[config.mk]
export PLATFORM = sky130hd
export DESIGN_NAME = rsf_reset_flags
export DESIGN_NICKNAME = d
export VERILOG_FILES = /design/src/pkg/rsf_pkg.sv /design/src/core/rsf_reset_flags.sv
export SDC_FILE = /design/constraint.sdc
export NUM_CORES = 1
export LEC_CHECK = 0
export ABC_AREA = 1
export BUFFER_PORTS_ARGS = -buffer_cell sky130_fd_sc_hd__buf_2
export CORE_ASPECT_RATIO = 1.5
export CORE_UTILIZATION = 52
export CTS_BUF_LIST = sky130_fd_sc_hd__clkbuf_16
export DETAILED_ROUTE_END_ITERATION = 6
export GPL_TIMING_DRIVEN = 0
export PLACE_DENSITY = 0.74
export SETUP_SLACK_MARGIN = 0.05
export SLEW_MARGIN = 30
export SYNTH_ARGS = -nofsm -noshare
export SYNTH_HDL_FRONTEND = slang
export SYNTH_SLANG_ARGS = --single-unit
[constraint.sdc]
create_clock -name REF_CLK -period 2 [get_ports REF_CLK]
set_clock_uncertainty 0.05 [all_clocks]
set_input_delay 0.1 -clock REF_CLK [delete_from_list [all_inputs] [get_ports REF_CLK]]
set_output_delay 0.1 -clock REF_CLK [all_outputs]
set_load 0.02 [all_outputs]
[src/pkg/rsf_pkg.sv]
// rsf_pkg: constants, register map and state codes for the reset source and flag logic.
// assumes a 10 MHz system clock and a plain one-cycle register port.
package rsf_pkg;

	// =====================================================================
	// clock and timing
	localparam int CLK_PERIOD_NS          = 100;
	localparam int SW_RESET_DELAY_NS      = 48000;  // software_reset_delay, least time
	localparam int LV_MIN_DURATION_NS     = 120000; // low_voltage_min_duration, least time
	localparam int SW_RESET_DELAY_CYC     = (SW_RESET_DELAY_NS + CLK_PERIOD_NS - 1) / CLK_PERIOD_NS;
	localparam int LV_MIN_DURATION_CYC    = (LV_MIN_DURATION_NS + CLK_PERIOD_NS - 1) / CLK_PERIOD_NS;
	localparam int RESET_HOLD_CYC         = 4;
	localparam int CNT_W                  = 12;
	localparam logic [CNT_W-1:0] SW_DLY_CNT  = CNT_W'(SW_RESET_DELAY_CYC);
	localparam logic [CNT_W-1:0] LV_MIN_CNT  = CNT_W'(LV_MIN_DURATION_CYC);
	localparam logic [CNT_W-1:0] HOLD_LAST   = CNT_W'(RESET_HOLD_CYC - 1);
	localparam logic [CNT_W-1:0] CNT_ONE     = 12'h001;
	localparam logic [CNT_W-1:0] CNT_ZERO    = 12'h000;

	// =====================================================================
	// register map
	localparam logic [1:0] ADDR_CAUSE_FLAGS = 2'h0; // reset_cause_flags
	localparam logic [1:0] ADDR_THRESHOLD   = 2'h1; // low_voltage_threshold_select
	localparam logic [1:0] ADDR_STATUS      = 2'h2; // timeout and powerdown status
	localparam int BIT_CTRL_SW_RST   = 3;
	localparam int BIT_LOW_VOLT_RST  = 2;
	localparam int BIT_THR_REG_RST   = 1;
	localparam int BIT_WDT_CTRL_RST  = 0;
	localparam int BIT_TIMEOUT       = 1;
	localparam int BIT_POWERDOWN     = 0;
	localparam logic [3:0] FLAGS_POR = 4'h0;
	localparam logic [7:0] BYTE_ZERO = 8'h00;

	// =====================================================================
	// codes
	localparam logic [7:0] THR_CODE_LOWEST  = 8'h55;
	localparam logic [7:0] THR_CODE_LOW     = 8'h33;
	localparam logic [7:0] THR_CODE_HIGH    = 8'h99;
	localparam logic [7:0] THR_CODE_HIGHEST = 8'haa;
	localparam logic [7:0] THR_POR          = 8'h55;
	localparam logic [7:0] GUARD_NOP_A      = 8'h55;
	localparam logic [7:0] GUARD_NOP_B      = 8'haa;
	localparam logic [4:0] WDT_EN_DISABLE   = 5'h15;
	localparam logic [4:0] WDT_EN_ENABLE    = 5'h0a;

	typedef enum logic [2:0] {
		ST_INIT = 3'h1,
		ST_RUN  = 3'h2,
		ST_HOLD = 3'h4
	} rsf_state_t;

endpackage : rsf_pkg

[src/core/rsf_reset_flags.sv]
// rsf_reset_flags: reset cause detection, sticky reset flags, status flags and post-reset init.
// assumes mode, command and code inputs come from core logic on REF_CLK; LOW_SUPPLY is asynchronous.
//
// The address map and strobed register access were decided locally.
`timescale 1ns/100ps
module rsf_reset_flags (
	input  wire logic        REF_CLK,
	input  wire logic        ARST_N,
	input  wire logic [1:0]  REG_ADDR,
	input  wire logic [7:0]  REG_WDATA,
	input  wire logic        REG_WR,
	input  wire logic        REG_RD,
	output logic      [7:0]  REG_RDATA,
	input  wire logic        LOW_SUPPLY,
	input  wire logic        SLEEP_IDLE,
	input  wire logic        WDT_TIMEOUT,
	input  wire logic        CLR_WDT_CMD,
	input  wire logic        HALT_CMD,
	input  wire logic [7:0]  GUARD_CTRL,
	input  wire logic [4:0]  WDT_ENABLE_FIELD,
	output logic      [1:0]  LV_THRESHOLD_SEL,
	output logic             SYS_RESET,
	output logic             PCSP_CLEAR,
	output logic             TIMEOUT_FLAG,
	output logic             POWERDOWN_FLAG,
	output logic             INTR_DISABLE,
	output logic             WDT_RESTART,
	output logic             TIMER_OFF,
	output logic             PORTS_INPUT,
	output logic             SP_TO_TOP
);
	import rsf_pkg::*;

	// =====================================================================
	// decode functions
	function automatic logic thr_valid(input logic [7:0] code);
		thr_valid = (code == THR_CODE_LOWEST) || (code == THR_CODE_LOW) ||
		            (code == THR_CODE_HIGH) || (code == THR_CODE_HIGHEST);
	endfunction : thr_valid

	function automatic logic [1:0] thr_select(input logic [7:0] code);
		case (code)
			THR_CODE_LOW:     thr_select = 2'h1;
			THR_CODE_HIGH:    thr_select = 2'h2;
			THR_CODE_HIGHEST: thr_select = 2'h3;
			default:          thr_select = 2'h0;
		endcase
	endfunction : thr_select

	// =====================================================================
	// declarations
	rsf_state_t       state_q;
	rsf_state_t       state_d;
	logic             lv_s1_q;
	logic             lv_s2_q;
	logic [CNT_W-1:0] lv_cnt_q;
	logic [CNT_W-1:0] sw_cnt_q;
	logic [CNT_W-1:0] hold_cnt_q;
	logic [7:0]       thr_q;
	logic [3:0]       flags_q;
	logic [3:0]       flags_d;
	logic             to_q;
	logic             pdf_q;
	logic             pcsp_q;
	logic [1:0]       sel_q;
	logic [7:0]       rdata_q;
	logic             in_run;
	logic             guard_bad;
	logic             thr_bad;
	logic             wdt_bad;
	logic             sw_pend;
	logic             sw_trip;
	logic             lv_trip;
	logic             wdt_full;
	logic             wdt_sleep;
	logic             full_trip;
	logic             wr_flags;

	// =====================================================================
	// cause detection
	assign in_run    = (state_q == ST_RUN);
	assign guard_bad = (GUARD_CTRL != GUARD_NOP_A) && (GUARD_CTRL != GUARD_NOP_B);
	assign thr_bad   = !thr_valid(thr_q);
	assign wdt_bad   = (WDT_ENABLE_FIELD != WDT_EN_DISABLE) && (WDT_ENABLE_FIELD != WDT_EN_ENABLE);
	assign sw_pend   = guard_bad || thr_bad || wdt_bad;
	assign sw_trip   = in_run && sw_pend && (sw_cnt_q == SW_DLY_CNT);
	assign lv_trip   = in_run && !SLEEP_IDLE && lv_s2_q && (lv_cnt_q == LV_MIN_CNT);
	assign wdt_full  = in_run && WDT_TIMEOUT && !SLEEP_IDLE;
	assign wdt_sleep = in_run && WDT_TIMEOUT && SLEEP_IDLE;
	assign full_trip = lv_trip || sw_trip || wdt_full;
	assign wr_flags  = REG_WR && (REG_ADDR == ADDR_CAUSE_FLAGS);

	// low supply synchroniser
	always_ff @(posedge REF_CLK or negedge ARST_N) begin
		if (!ARST_N) begin
			lv_s1_q <= 1'b0;
			lv_s2_q <= 1'b0;
		end else begin
			lv_s1_q <= LOW_SUPPLY;
			lv_s2_q <= lv_s1_q;
		end
	end

	// low supply duration filter, idle while in sleep
	always_ff @(posedge REF_CLK or negedge ARST_N) begin
		if (!ARST_N) begin
			lv_cnt_q <= CNT_ZERO;
		end else if (!lv_s2_q || SLEEP_IDLE) begin
			lv_cnt_q <= CNT_ZERO;
		end else if (lv_cnt_q != LV_MIN_CNT) begin
			lv_cnt_q <= lv_cnt_q + CNT_ONE;
		end
	end

	// software reset delay, cancelled if the bad code goes away
	always_ff @(posedge REF_CLK or negedge ARST_N) begin
		if (!ARST_N) begin
			sw_cnt_q <= CNT_ZERO;
		end else if (!sw_pend || !in_run) begin
			sw_cnt_q <= CNT_ZERO;
		end else if (sw_cnt_q != SW_DLY_CNT) begin
			sw_cnt_q <= sw_cnt_q + CNT_ONE;
		end
	end

	// =====================================================================
	// reset sequencer
	always_comb begin
		state_d = state_q;
		case (state_q)
			ST_INIT: state_d = ST_RUN;
			ST_RUN: begin
				if (full_trip) begin
					state_d = ST_HOLD;
				end
			end
			ST_HOLD: begin
				if ((hold_cnt_q == HOLD_LAST) && !lv_s2_q) begin
					state_d = ST_INIT;
				end
			end
			default: state_d = ST_INIT;
		endcase
	end

	always_ff @(posedge REF_CLK or negedge ARST_N) begin
		if (!ARST_N) begin
			state_q <= ST_INIT;
		end else begin
			state_q <= state_d;
		end
	end

	// reset hold length counter
	always_ff @(posedge REF_CLK or negedge ARST_N) begin
		if (!ARST_N) begin
			hold_cnt_q <= CNT_ZERO;
		end else if (state_q != ST_HOLD) begin
			hold_cnt_q <= CNT_ZERO;
		end else if (hold_cnt_q != HOLD_LAST) begin
			hold_cnt_q <= hold_cnt_q + CNT_ONE;
		end
	end

	// init and reset outputs come from state flops
	assign SYS_RESET    = state_q[2];
	assign INTR_DISABLE = state_q[0];
	assign WDT_RESTART  = state_q[0];
	assign TIMER_OFF    = state_q[0];
	assign PORTS_INPUT  = state_q[0];
	assign SP_TO_TOP    = state_q[0];

	// sleep timeout partial reset pulse
	always_ff @(posedge REF_CLK or negedge ARST_N) begin
		if (!ARST_N) begin
			pcsp_q <= 1'b0;
		end else begin
			pcsp_q <= wdt_sleep;
		end
	end
	assign PCSP_CLEAR = pcsp_q;

	// =====================================================================
	// reset cause flags: hardware set wins over software clear
	always_comb begin
		flags_d = flags_q;
		if (wr_flags) begin
			flags_d = flags_q & REG_WDATA[3:0];
		end
		if (sw_trip && guard_bad) begin
			flags_d[BIT_CTRL_SW_RST] = 1'b1;
		end
		if (lv_trip) begin
			flags_d[BIT_LOW_VOLT_RST] = 1'b1;
		end
		if (sw_trip && thr_bad) begin
			flags_d[BIT_THR_REG_RST] = 1'b1;
		end
		if (sw_trip && wdt_bad) begin
			flags_d[BIT_WDT_CTRL_RST] = 1'b1;
		end
	end

	always_ff @(posedge REF_CLK or negedge ARST_N) begin
		if (!ARST_N) begin
			flags_q <= FLAGS_POR;
		end else begin
			flags_q <= flags_d;
		end
	end

	// threshold select register, kept over a low voltage reset
	always_ff @(posedge REF_CLK or negedge ARST_N) begin
		if (!ARST_N) begin
			thr_q <= THR_POR;
		end else if (sw_trip && thr_bad) begin
			thr_q <= THR_POR;
		end else if (REG_WR && (REG_ADDR == ADDR_THRESHOLD)) begin
			thr_q <= REG_WDATA;
		end
	end

	// registered threshold selection; holds last valid choice on a bad code
	always_ff @(posedge REF_CLK or negedge ARST_N) begin
		if (!ARST_N) begin
			sel_q <= 2'h0;
		end else if (!thr_bad) begin
			sel_q <= thr_select(thr_q);
		end
	end
	assign LV_THRESHOLD_SEL = sel_q;

	// =====================================================================
	// timeout and powerdown status flags
	always_ff @(posedge REF_CLK or negedge ARST_N) begin
		if (!ARST_N) begin
			to_q  <= 1'b0;
			pdf_q <= 1'b0;
		end else begin
			if (wdt_full || wdt_sleep) begin
				to_q <= 1'b1;
			end else if (CLR_WDT_CMD || HALT_CMD) begin
				to_q <= 1'b0;
			end
			if (wdt_sleep || HALT_CMD) begin
				pdf_q <= 1'b1;
			end else if (CLR_WDT_CMD) begin
				pdf_q <= 1'b0;
			end
		end
	end
	assign TIMEOUT_FLAG   = to_q;
	assign POWERDOWN_FLAG = pdf_q;

	// =====================================================================
	// register read port, data one cycle after the strobe
	always_ff @(posedge REF_CLK or negedge ARST_N) begin
		if (!ARST_N) begin
			rdata_q <= BYTE_ZERO;
		end else if (REG_RD) begin
			case (REG_ADDR)
				ADDR_CAUSE_FLAGS: rdata_q <= {4'h0, flags_q};
				ADDR_THRESHOLD:   rdata_q <= thr_q;
				ADDR_STATUS:      rdata_q <= {6'h00, to_q, pdf_q};
				default:          rdata_q <= BYTE_ZERO;
			endcase
		end else begin
			rdata_q <= BYTE_ZERO;
		end
	end
	assign REG_RDATA = rdata_q;
endmodule : rsf_reset_flags

==> impl_metrics.ini, run 1 <==
[run_status]
status = completed

[yosys]
synth.avg_cell_area_um2 = 8.15
syn_nets = 452
ys.flop_type = dfrtp_1
yosys_register_bits = 66
synth_edf_count = 0
yosysUniqueCellTypes = 36
yosys.area.top_type = dfrtp_1
netlist_instances = 415
synth_top_area_share_pct = 45.1
seq_area_frac_synth_pct = 49.0
synthArstFlopShare_pct = 100
yosysWarnings = 0
synthesis.area_mm2 = 0.00338
synth_area_leaders = dfrtp_1 (45%), nand2_1 (9.4%), inv_1 (8.2%), nor2_1 (5.1%), dfstp_2 (3.9%)

[timing]
max_freq_ghz = 0.586
slew_violations = 0
tightest_slew_ps = 557
finalSetupViolations = 0
finalCritPeriodShare_pct = 85.3
setup_tns_ps = 0
hold_viol_final = 0
post-route-min-period_ps = 1710
rsz0062_at_grt = no
relSlewSlack_pct = 62.7

[global_route]
grt_pass1_vias = 2988
grt_usage_pct = 24.3
gr-usage-met3_pct = 6.33
grt_use_met2_pct = 40.1
grt-busiest-layer = met2
grt_pass1_wl_um = 12300
grt_max_degree = 44
grt_antenna_before_repair = 0
overflow = 0
use_met1_pct = 27.7

[power]
cellLeakagePower_nw = 2.16
irDropWorstVdd_mv = 0.738
power_w = 0.00402
powerDensity_mw_per_mm2 = 961

[route]
ant_nets = 0
drtIter0Drc = 136
wl_per_cell_um = 12.3
first_pass_iters = 4
wirelength_um = 6970
vias = 2927
viasPerCell = 5.15
drc = 0

[final_layout]
drive_above_1_share_pct = 20.9
area_delta_synth_final_pct = 23.8
layout_common_cells = nand2_1 (85), inv_1 (74), dfrtp_1 (61)
num_antenna_cells = 0
layout.nets = 526
final_common_cell = nand2_1
stdcell_area_mm2 = 0.00419
fillers = 512

[floorplanning]
die_y_um = 101
num_io_pins = 51
row_count = 35
coreArea_mm2 = 0.00622
die_w_um = 67.9
fp.dieArea_mm2 = 0.00684
start_util_pct = 54.4

[setup_path]
arrival_ps = 1870
crit_end = hold_cnt_q[10]$_DFFE_PN0P_
reg2reg_depth = 6
path_class = reg2reg
crit_required_ps = 2170
ff2ff_setup_slack_ps = 290
startpoint_type = register
crit_fanout = 5
endpoint_kind = register
r2r_end = hold_cnt_q[10]$_DFFE_PN0P_
timing.rr.start = hold_cnt_q[0]$_DFFE_PN0P_
cp-startpoint = hold_cnt_q[0]$_DFFE_PN0P_

[placement]
numPortBuffers = 50
gp_congestion = 0.810
place_area_mm2 = 0.00375
place_hpwl_um = 5100

[cts]
ctsHtreeMaxLevel = 3
cts_buffers = 9
insertion_delay_ps = 330
clock_path_buffers = 2
post_cts_buffers = 0
cts_sinks = 66
cts_tree = done
ctsHoldBuffers = 12
cts_resized = 0
ctsRootBufferMaster = clkbuf_16
clkTransAtPathRegs_ps = 60

[hold_path]
hold_path_class = in2reg
hold_depth = 3

[job]
maxCapViolCount = 0
[metal layers]
metal  vias up  wire length [um]
li1       1467                 -
met1      1355              2860
met2        83              3570
met3        22               308
met4         0               226
met5         -                 0
[worst min path at each step]
stage,start,endpoint
finish,SLEEP_IDLE,PCSP_CLEAR$_DFF_PN0_
CTS,SLEEP_IDLE,PCSP_CLEAR$_DFF_PN0_
floorplan,ARST_N,LV_THRESHOLD_SEL[0]$_DFFE_PN0P_
detailed placement,ARST_N,hold_cnt_q[5]$_DFFE_PN0P_
global placement,LOW_SUPPLY,lv_s1_q$_DFF_PN0_
global route,SLEEP_IDLE,PCSP_CLEAR$_DFF_PN0_
[registers in the layout, summed over array words and instances (netlist names)]
register and cells:
hold_cnt_q 12, lv_cnt_q 12, sw_cnt_q 12, REG_RDATA 8, thr_q 8, flags_q 4
state_q 3, LV_THRESHOLD_SEL 2, PCSP_CLEAR 1, POWERDOWN_FLAG 1, TIMEOUT_FLAG 1, lv_s1_q 1
lv_s2_q 1
[power breakdown]
group	internal, W	switching (W)
clock network	0.00109	0.000571
logic	0.000317	0.000458
registers	0.00147	0.000122
[layout make-up]
| type | instances | area, um^2 | share of cell area [%] |
|---|---|---|---|
| Multi-Input combinational cell | 264 | 1380 | 33.0 |
| Clock inverter | 7 | 93.8 | 2.24 |
| Sequential cell | 66 | 1660 | 39.6 |
| Inverter | 78 | 293 | 6.99 |
| Timing Repair Buffer | 63 | 393 | 9.38 |
| Clock buffer | 9 | 225 | 5.38 |
| Tap cell | 74 | 92.6 | 2.21 |
| Buffer | 7 | 51.3 | 1.22 |
[logic make-up (layout without fill, tap and decap cells)]
kind of cell / count (synthesis) / in the layout / share of synthesized area, %
simple gates: 192 / 192 / 26.8
mux: 4 / 4 / 1.33
flops: 66 / 66 / 49.0
fa+ha+maj: 5 / 5 / 1.85
compound gates: 56 / 56 / 9.02
buf+inv: 85 / 164 / 10.2
xor+xnor: 7 / 7 / 1.81
[synthesized netlist by cell type (2+ instances only)]
cell and instances:
nand2_1 85, buf_2 2, a211oi_1 2, buf_4 4, nor3_1 14, nor2_1 46
o31ai_1 2, inv_2 4, nor2_4 2, dfstp_2 5, nand4_1 6, o211ai_1 2
mux2_2 4, nand2_2 3, dfrtp_1 61, nor3_4 2, nor3_2 6, xor2_1 7
inv_1 74, nand3_1 17, a21oi_1 21, nand2_4 2, nor4_1 2, nor3b_1 2
ha_1 5, a31oi_1 2, o21ai_0 24
[per-stage QoR]
stage | setup slack [ps] | util [%] | hold WS (ps) | std cells
3_5_place_dp | 296 | 60.3 | -31.3 | 540
3_3_place_gp | 331 | 59.9 | 159 | 539
4_1_cts | 281 | 67.3 | 8.91 | 568
2_1_floorplan | 540 | - | -246 | 415
5_1_grt | 67.8 | 67.3 | 47.2 | 568
6_report | 294 | 67.3 | 28.4 | 568
[critical path, stage by stage, from the launching register on]
cell     delay, ps
dfrtp_1        400
ha_1           240
nand3_1        180
nor4_1         370
nand2_1        120
o21ai_0        170
a21oi_1         60
Power figures use the tool's default switching activity.
==> run 2, diff against run 1 <==
--- a/config.mk
+++ b/config.mk
@@ -5,7 +5,7 @@
 export SDC_FILE = /design/constraint.sdc
 export NUM_CORES = 1
 export LEC_CHECK = 0
-export ABC_AREA = 1
+export ABC_AREA = 0
 export BUFFER_PORTS_ARGS = -buffer_cell sky130_fd_sc_hd__buf_2
 export CORE_ASPECT_RATIO = 1.5
 export CORE_UTILIZATION = 52
==> run 2 against run 1 <==
The flow now finishes with violations (hold timing). Utilization is 0.68 points higher. Register-to-register slack got worse by 140 ps. Setup slack worse by 140 ps. Synthesized area is 2.0% lower. Total power grew 2.4%. Clock power rose by 6%. Fmax fell by 7.8%. Hold slack lost 29 ps. Synthesized cell count decreased by 25%.
==> impl_metrics.ini, run 2 <==
[yosys]
yosys_register_bits = 66
yosysWarnings = 0
synth_common_cells = dfrtp_1 (61), nor2_1 (29), nand2_1 (18), xor2_1 (17)
synthesis.area_mm2 = 0.00331
synth.avg_cell_area_um2 = 10.7
yosysUniqueCellTypes = 48
yosysMostFrequentCell = dfrtp_1
synth_edf_count = 0
yosys.area.top_type = dfrtp_1
ys.flop_type = dfrtp_1
synth_top_area_share_pct = 46.1
syn_nets = 347
synthArstFlopShare_pct = 100
netlist_instances = 310
synth_area_leaders = dfrtp_1 (46%), mux2i_1 (4.5%), xor2_1 (4.5%), dfstp_2 (4.0%), nor2_1 (3.3%)
seq_area_frac_synth_pct = 50.0

[floorplanning]
fp.dieArea_mm2 = 0.00670
start_util_pct = 54.1
coreArea_mm2 = 0.00613
die_w_um = 67.2
row_count = 35
num_io_pins = 51
die_y_um = 99.8

[timing]
finalSetupViolations = 0
slew_violations = 0
finalCritPeriodShare_pct = 92.5
rsz0062_at_grt = no
hold_viol_final = 1
post-route-min-period_ps = 1850
max_freq_ghz = 0.541
whs_ps = -0.222
tightest_slew_ps = 474
relSlewSlack_pct = 68.4
setup_tns_ps = 0

[power]
p_sw_share_pct = 26.6
irDropWorstVdd_mv = 0.683
p_seq_share_pct = 39.0
internal-power_w = 0.00302
p_clk_share_pct = 42.8
powerDensity_mw_per_mm2 = 988
switchingPower_w = 0.00110
comb_power_share_pct = 18.2
cellLeakagePower_nw = 1.96

[setup_path]
endpoint_kind = register
crit_fanout = 10
timing.rr.start = thr_q[0]$_DFFE_PN1P_
path_class = reg2reg
cp-startpoint = thr_q[0]$_DFFE_PN1P_
startpoint_type = register
crit_required_ps = 2140
arrival_ps = 1990

[global_route]
grt_usage_pct = 23.5
grt_pass1_vias = 2661
grt_pass1_wl_um = 11900
overflow = 0
grt_max_degree = 50
grt_antenna_before_repair = 0

[job]
maxCapViolCount = 0

[cts]
insertion_delay_ps = 330
cts_buffers = 9
clock_path_buffers = 2
ctsRootBufferMaster = clkbuf_16
cts_sinks = 66
ctsHtreeMaxLevel = 3
cts_tree = done
clkTransAtPathRegs_ps = 50

[route]
viasPerCell = 5.63
vias = 2620
drtIter0Drc = 206
first_pass_iters = 4
ant_nets = 0
wirelength_um = 7160
drc = 0
wl_per_cell_um = 15.4

[final_layout]
layout_common_cells = dfrtp_1 (61), buf_2 (50), nor2_1 (29)
drive_above_1_share_pct = 24.0
layout.nets = 423
top_regs = hold_cnt_q (12), lv_cnt_q (12), sw_cnt_q (12)
final_common_cell = dfrtp_1
area_delta_synth_final_pct = 25.8
instances_no_fill = 465
num_antenna_cells = 0

[run_status]
status = finished, violations left
violations = hold timing

[placement]
numPortBuffers = 50
post-place-cells = 435
place_hpwl_um = 4810
gp_congestion = 0.835

[hold_path]
min_from = REG_WDATA[3]
hold_path_class = in2reg
## run 2: changes by cell type in the layout (fill, tap and decap cells not counted), moves of 6 or more
cell and delta:
nand2_1 -67, inv_1 -64, a21oi_1 -17, nor2_1 -17
mux2i_1 +15, o21ai_0 -12, xnor2_1 +11, xor2_1 +10
and3_1 +8, nor4bb_1 +8, and4bb_2 +6, nor3_2 -6
## run 2: cells by family after synthesis
group           Yosys count  synth area share, %
simple gates            142                 25.7
flops                    66                 50.0
compound gates           34                 7.48
xor+xnor                 28                 7.40
buf+inv                  20                 2.98
mux                      15                 4.53
fa+ha+maj                 5                 1.89
## run 2: final timing paths
check,endpoint,cells past startpoint,slack (ps)
worst max-delay path,sw_cnt_q[1]$_DFFE_PN0P_,5,150
worst min-delay path,thr_q[3]$_DFFE_PN0P_,3,-0.2
worst max register to register,sw_cnt_q[1]$_DFFE_PN0P_,5,150
worst min register to register,lv_s2_q$_DFF_PN0_,0,300
max in group asynchronous,thr_q[0]$_DFFE_PN1P_,3,1190
min in group asynchronous,lv_cnt_q[5]$_DFFE_PN0P_,2,140
## run 2: what timing repair did
| item | 4_1_cts | 5_1_grt |
|---|---|---|
| buffers inserted | 0 | 2 |
| hold buffers | 12 | 0 |
| gates resized for setup | 0 | 2 |
| endpoints found under the hold margin | 75 | 0 |
| endpoints found under the setup margin | 0 | 12 |
## run 2: layout make-up
cell class / instances / area (um^2)
Multi-Input combinational cell: 224 / 1570
Timing Repair Buffer: 65 / 415
Clock buffer: 9 / 225
Buffer: 11 / 65.1
Tap cell: 74 / 92.6
Clock inverter: 7 / 110
Sequential cell: 66 / 1660
Fill cell: 469 / 1960
Inverter: 9 / 33.8
## run 2: through the flow
stage	hold WS [ps]	util, %	cell area [um^2]	power [W]	setup slack (ps)
after global routing	9.26	68.0	4170	0.00429	88.4
after detailed placement	-59.3	60.1	3690	0.00233	106
after global placement	160	59.7	3660	0.00230	94.1
after floorplan	-246	-	3310	0.00208	344
after CTS	0.311	67.6	4140	0.00414	64.2
final	-0.222	68.0	4170	0.00412	150
## run 2: worst max-delay path, stage by stage (launching register included)
cell      delay, ps
dfstp_2         580
and4bb_2        280
o21ai_2         110
a221oi_4        430
buf_6           200
nor3_1           60
## run 2: routing by layer
metal / global-route usage, % / up-vias / share of wire (%)
li1: - / 1263 / -
met5: 0 / - / 0
met1: 27.2 / 1271 / 42
met4: 11.9 / 0 / 2.0
met3: 3.86 / 15 / 3.7
met2: 40.5 / 71 / 52
## run 2: power by group through the flow
stage               sequential (W)  clock (W)  combinational [W]
floorplan                  0.00165          0           0.000432
global placement           0.00161          0           0.000687
detailed placement         0.00162          0           0.000711
CTS                        0.00160    0.00179           0.000750
global route               0.00162    0.00185           0.000818
finish                     0.00160    0.00176           0.000750
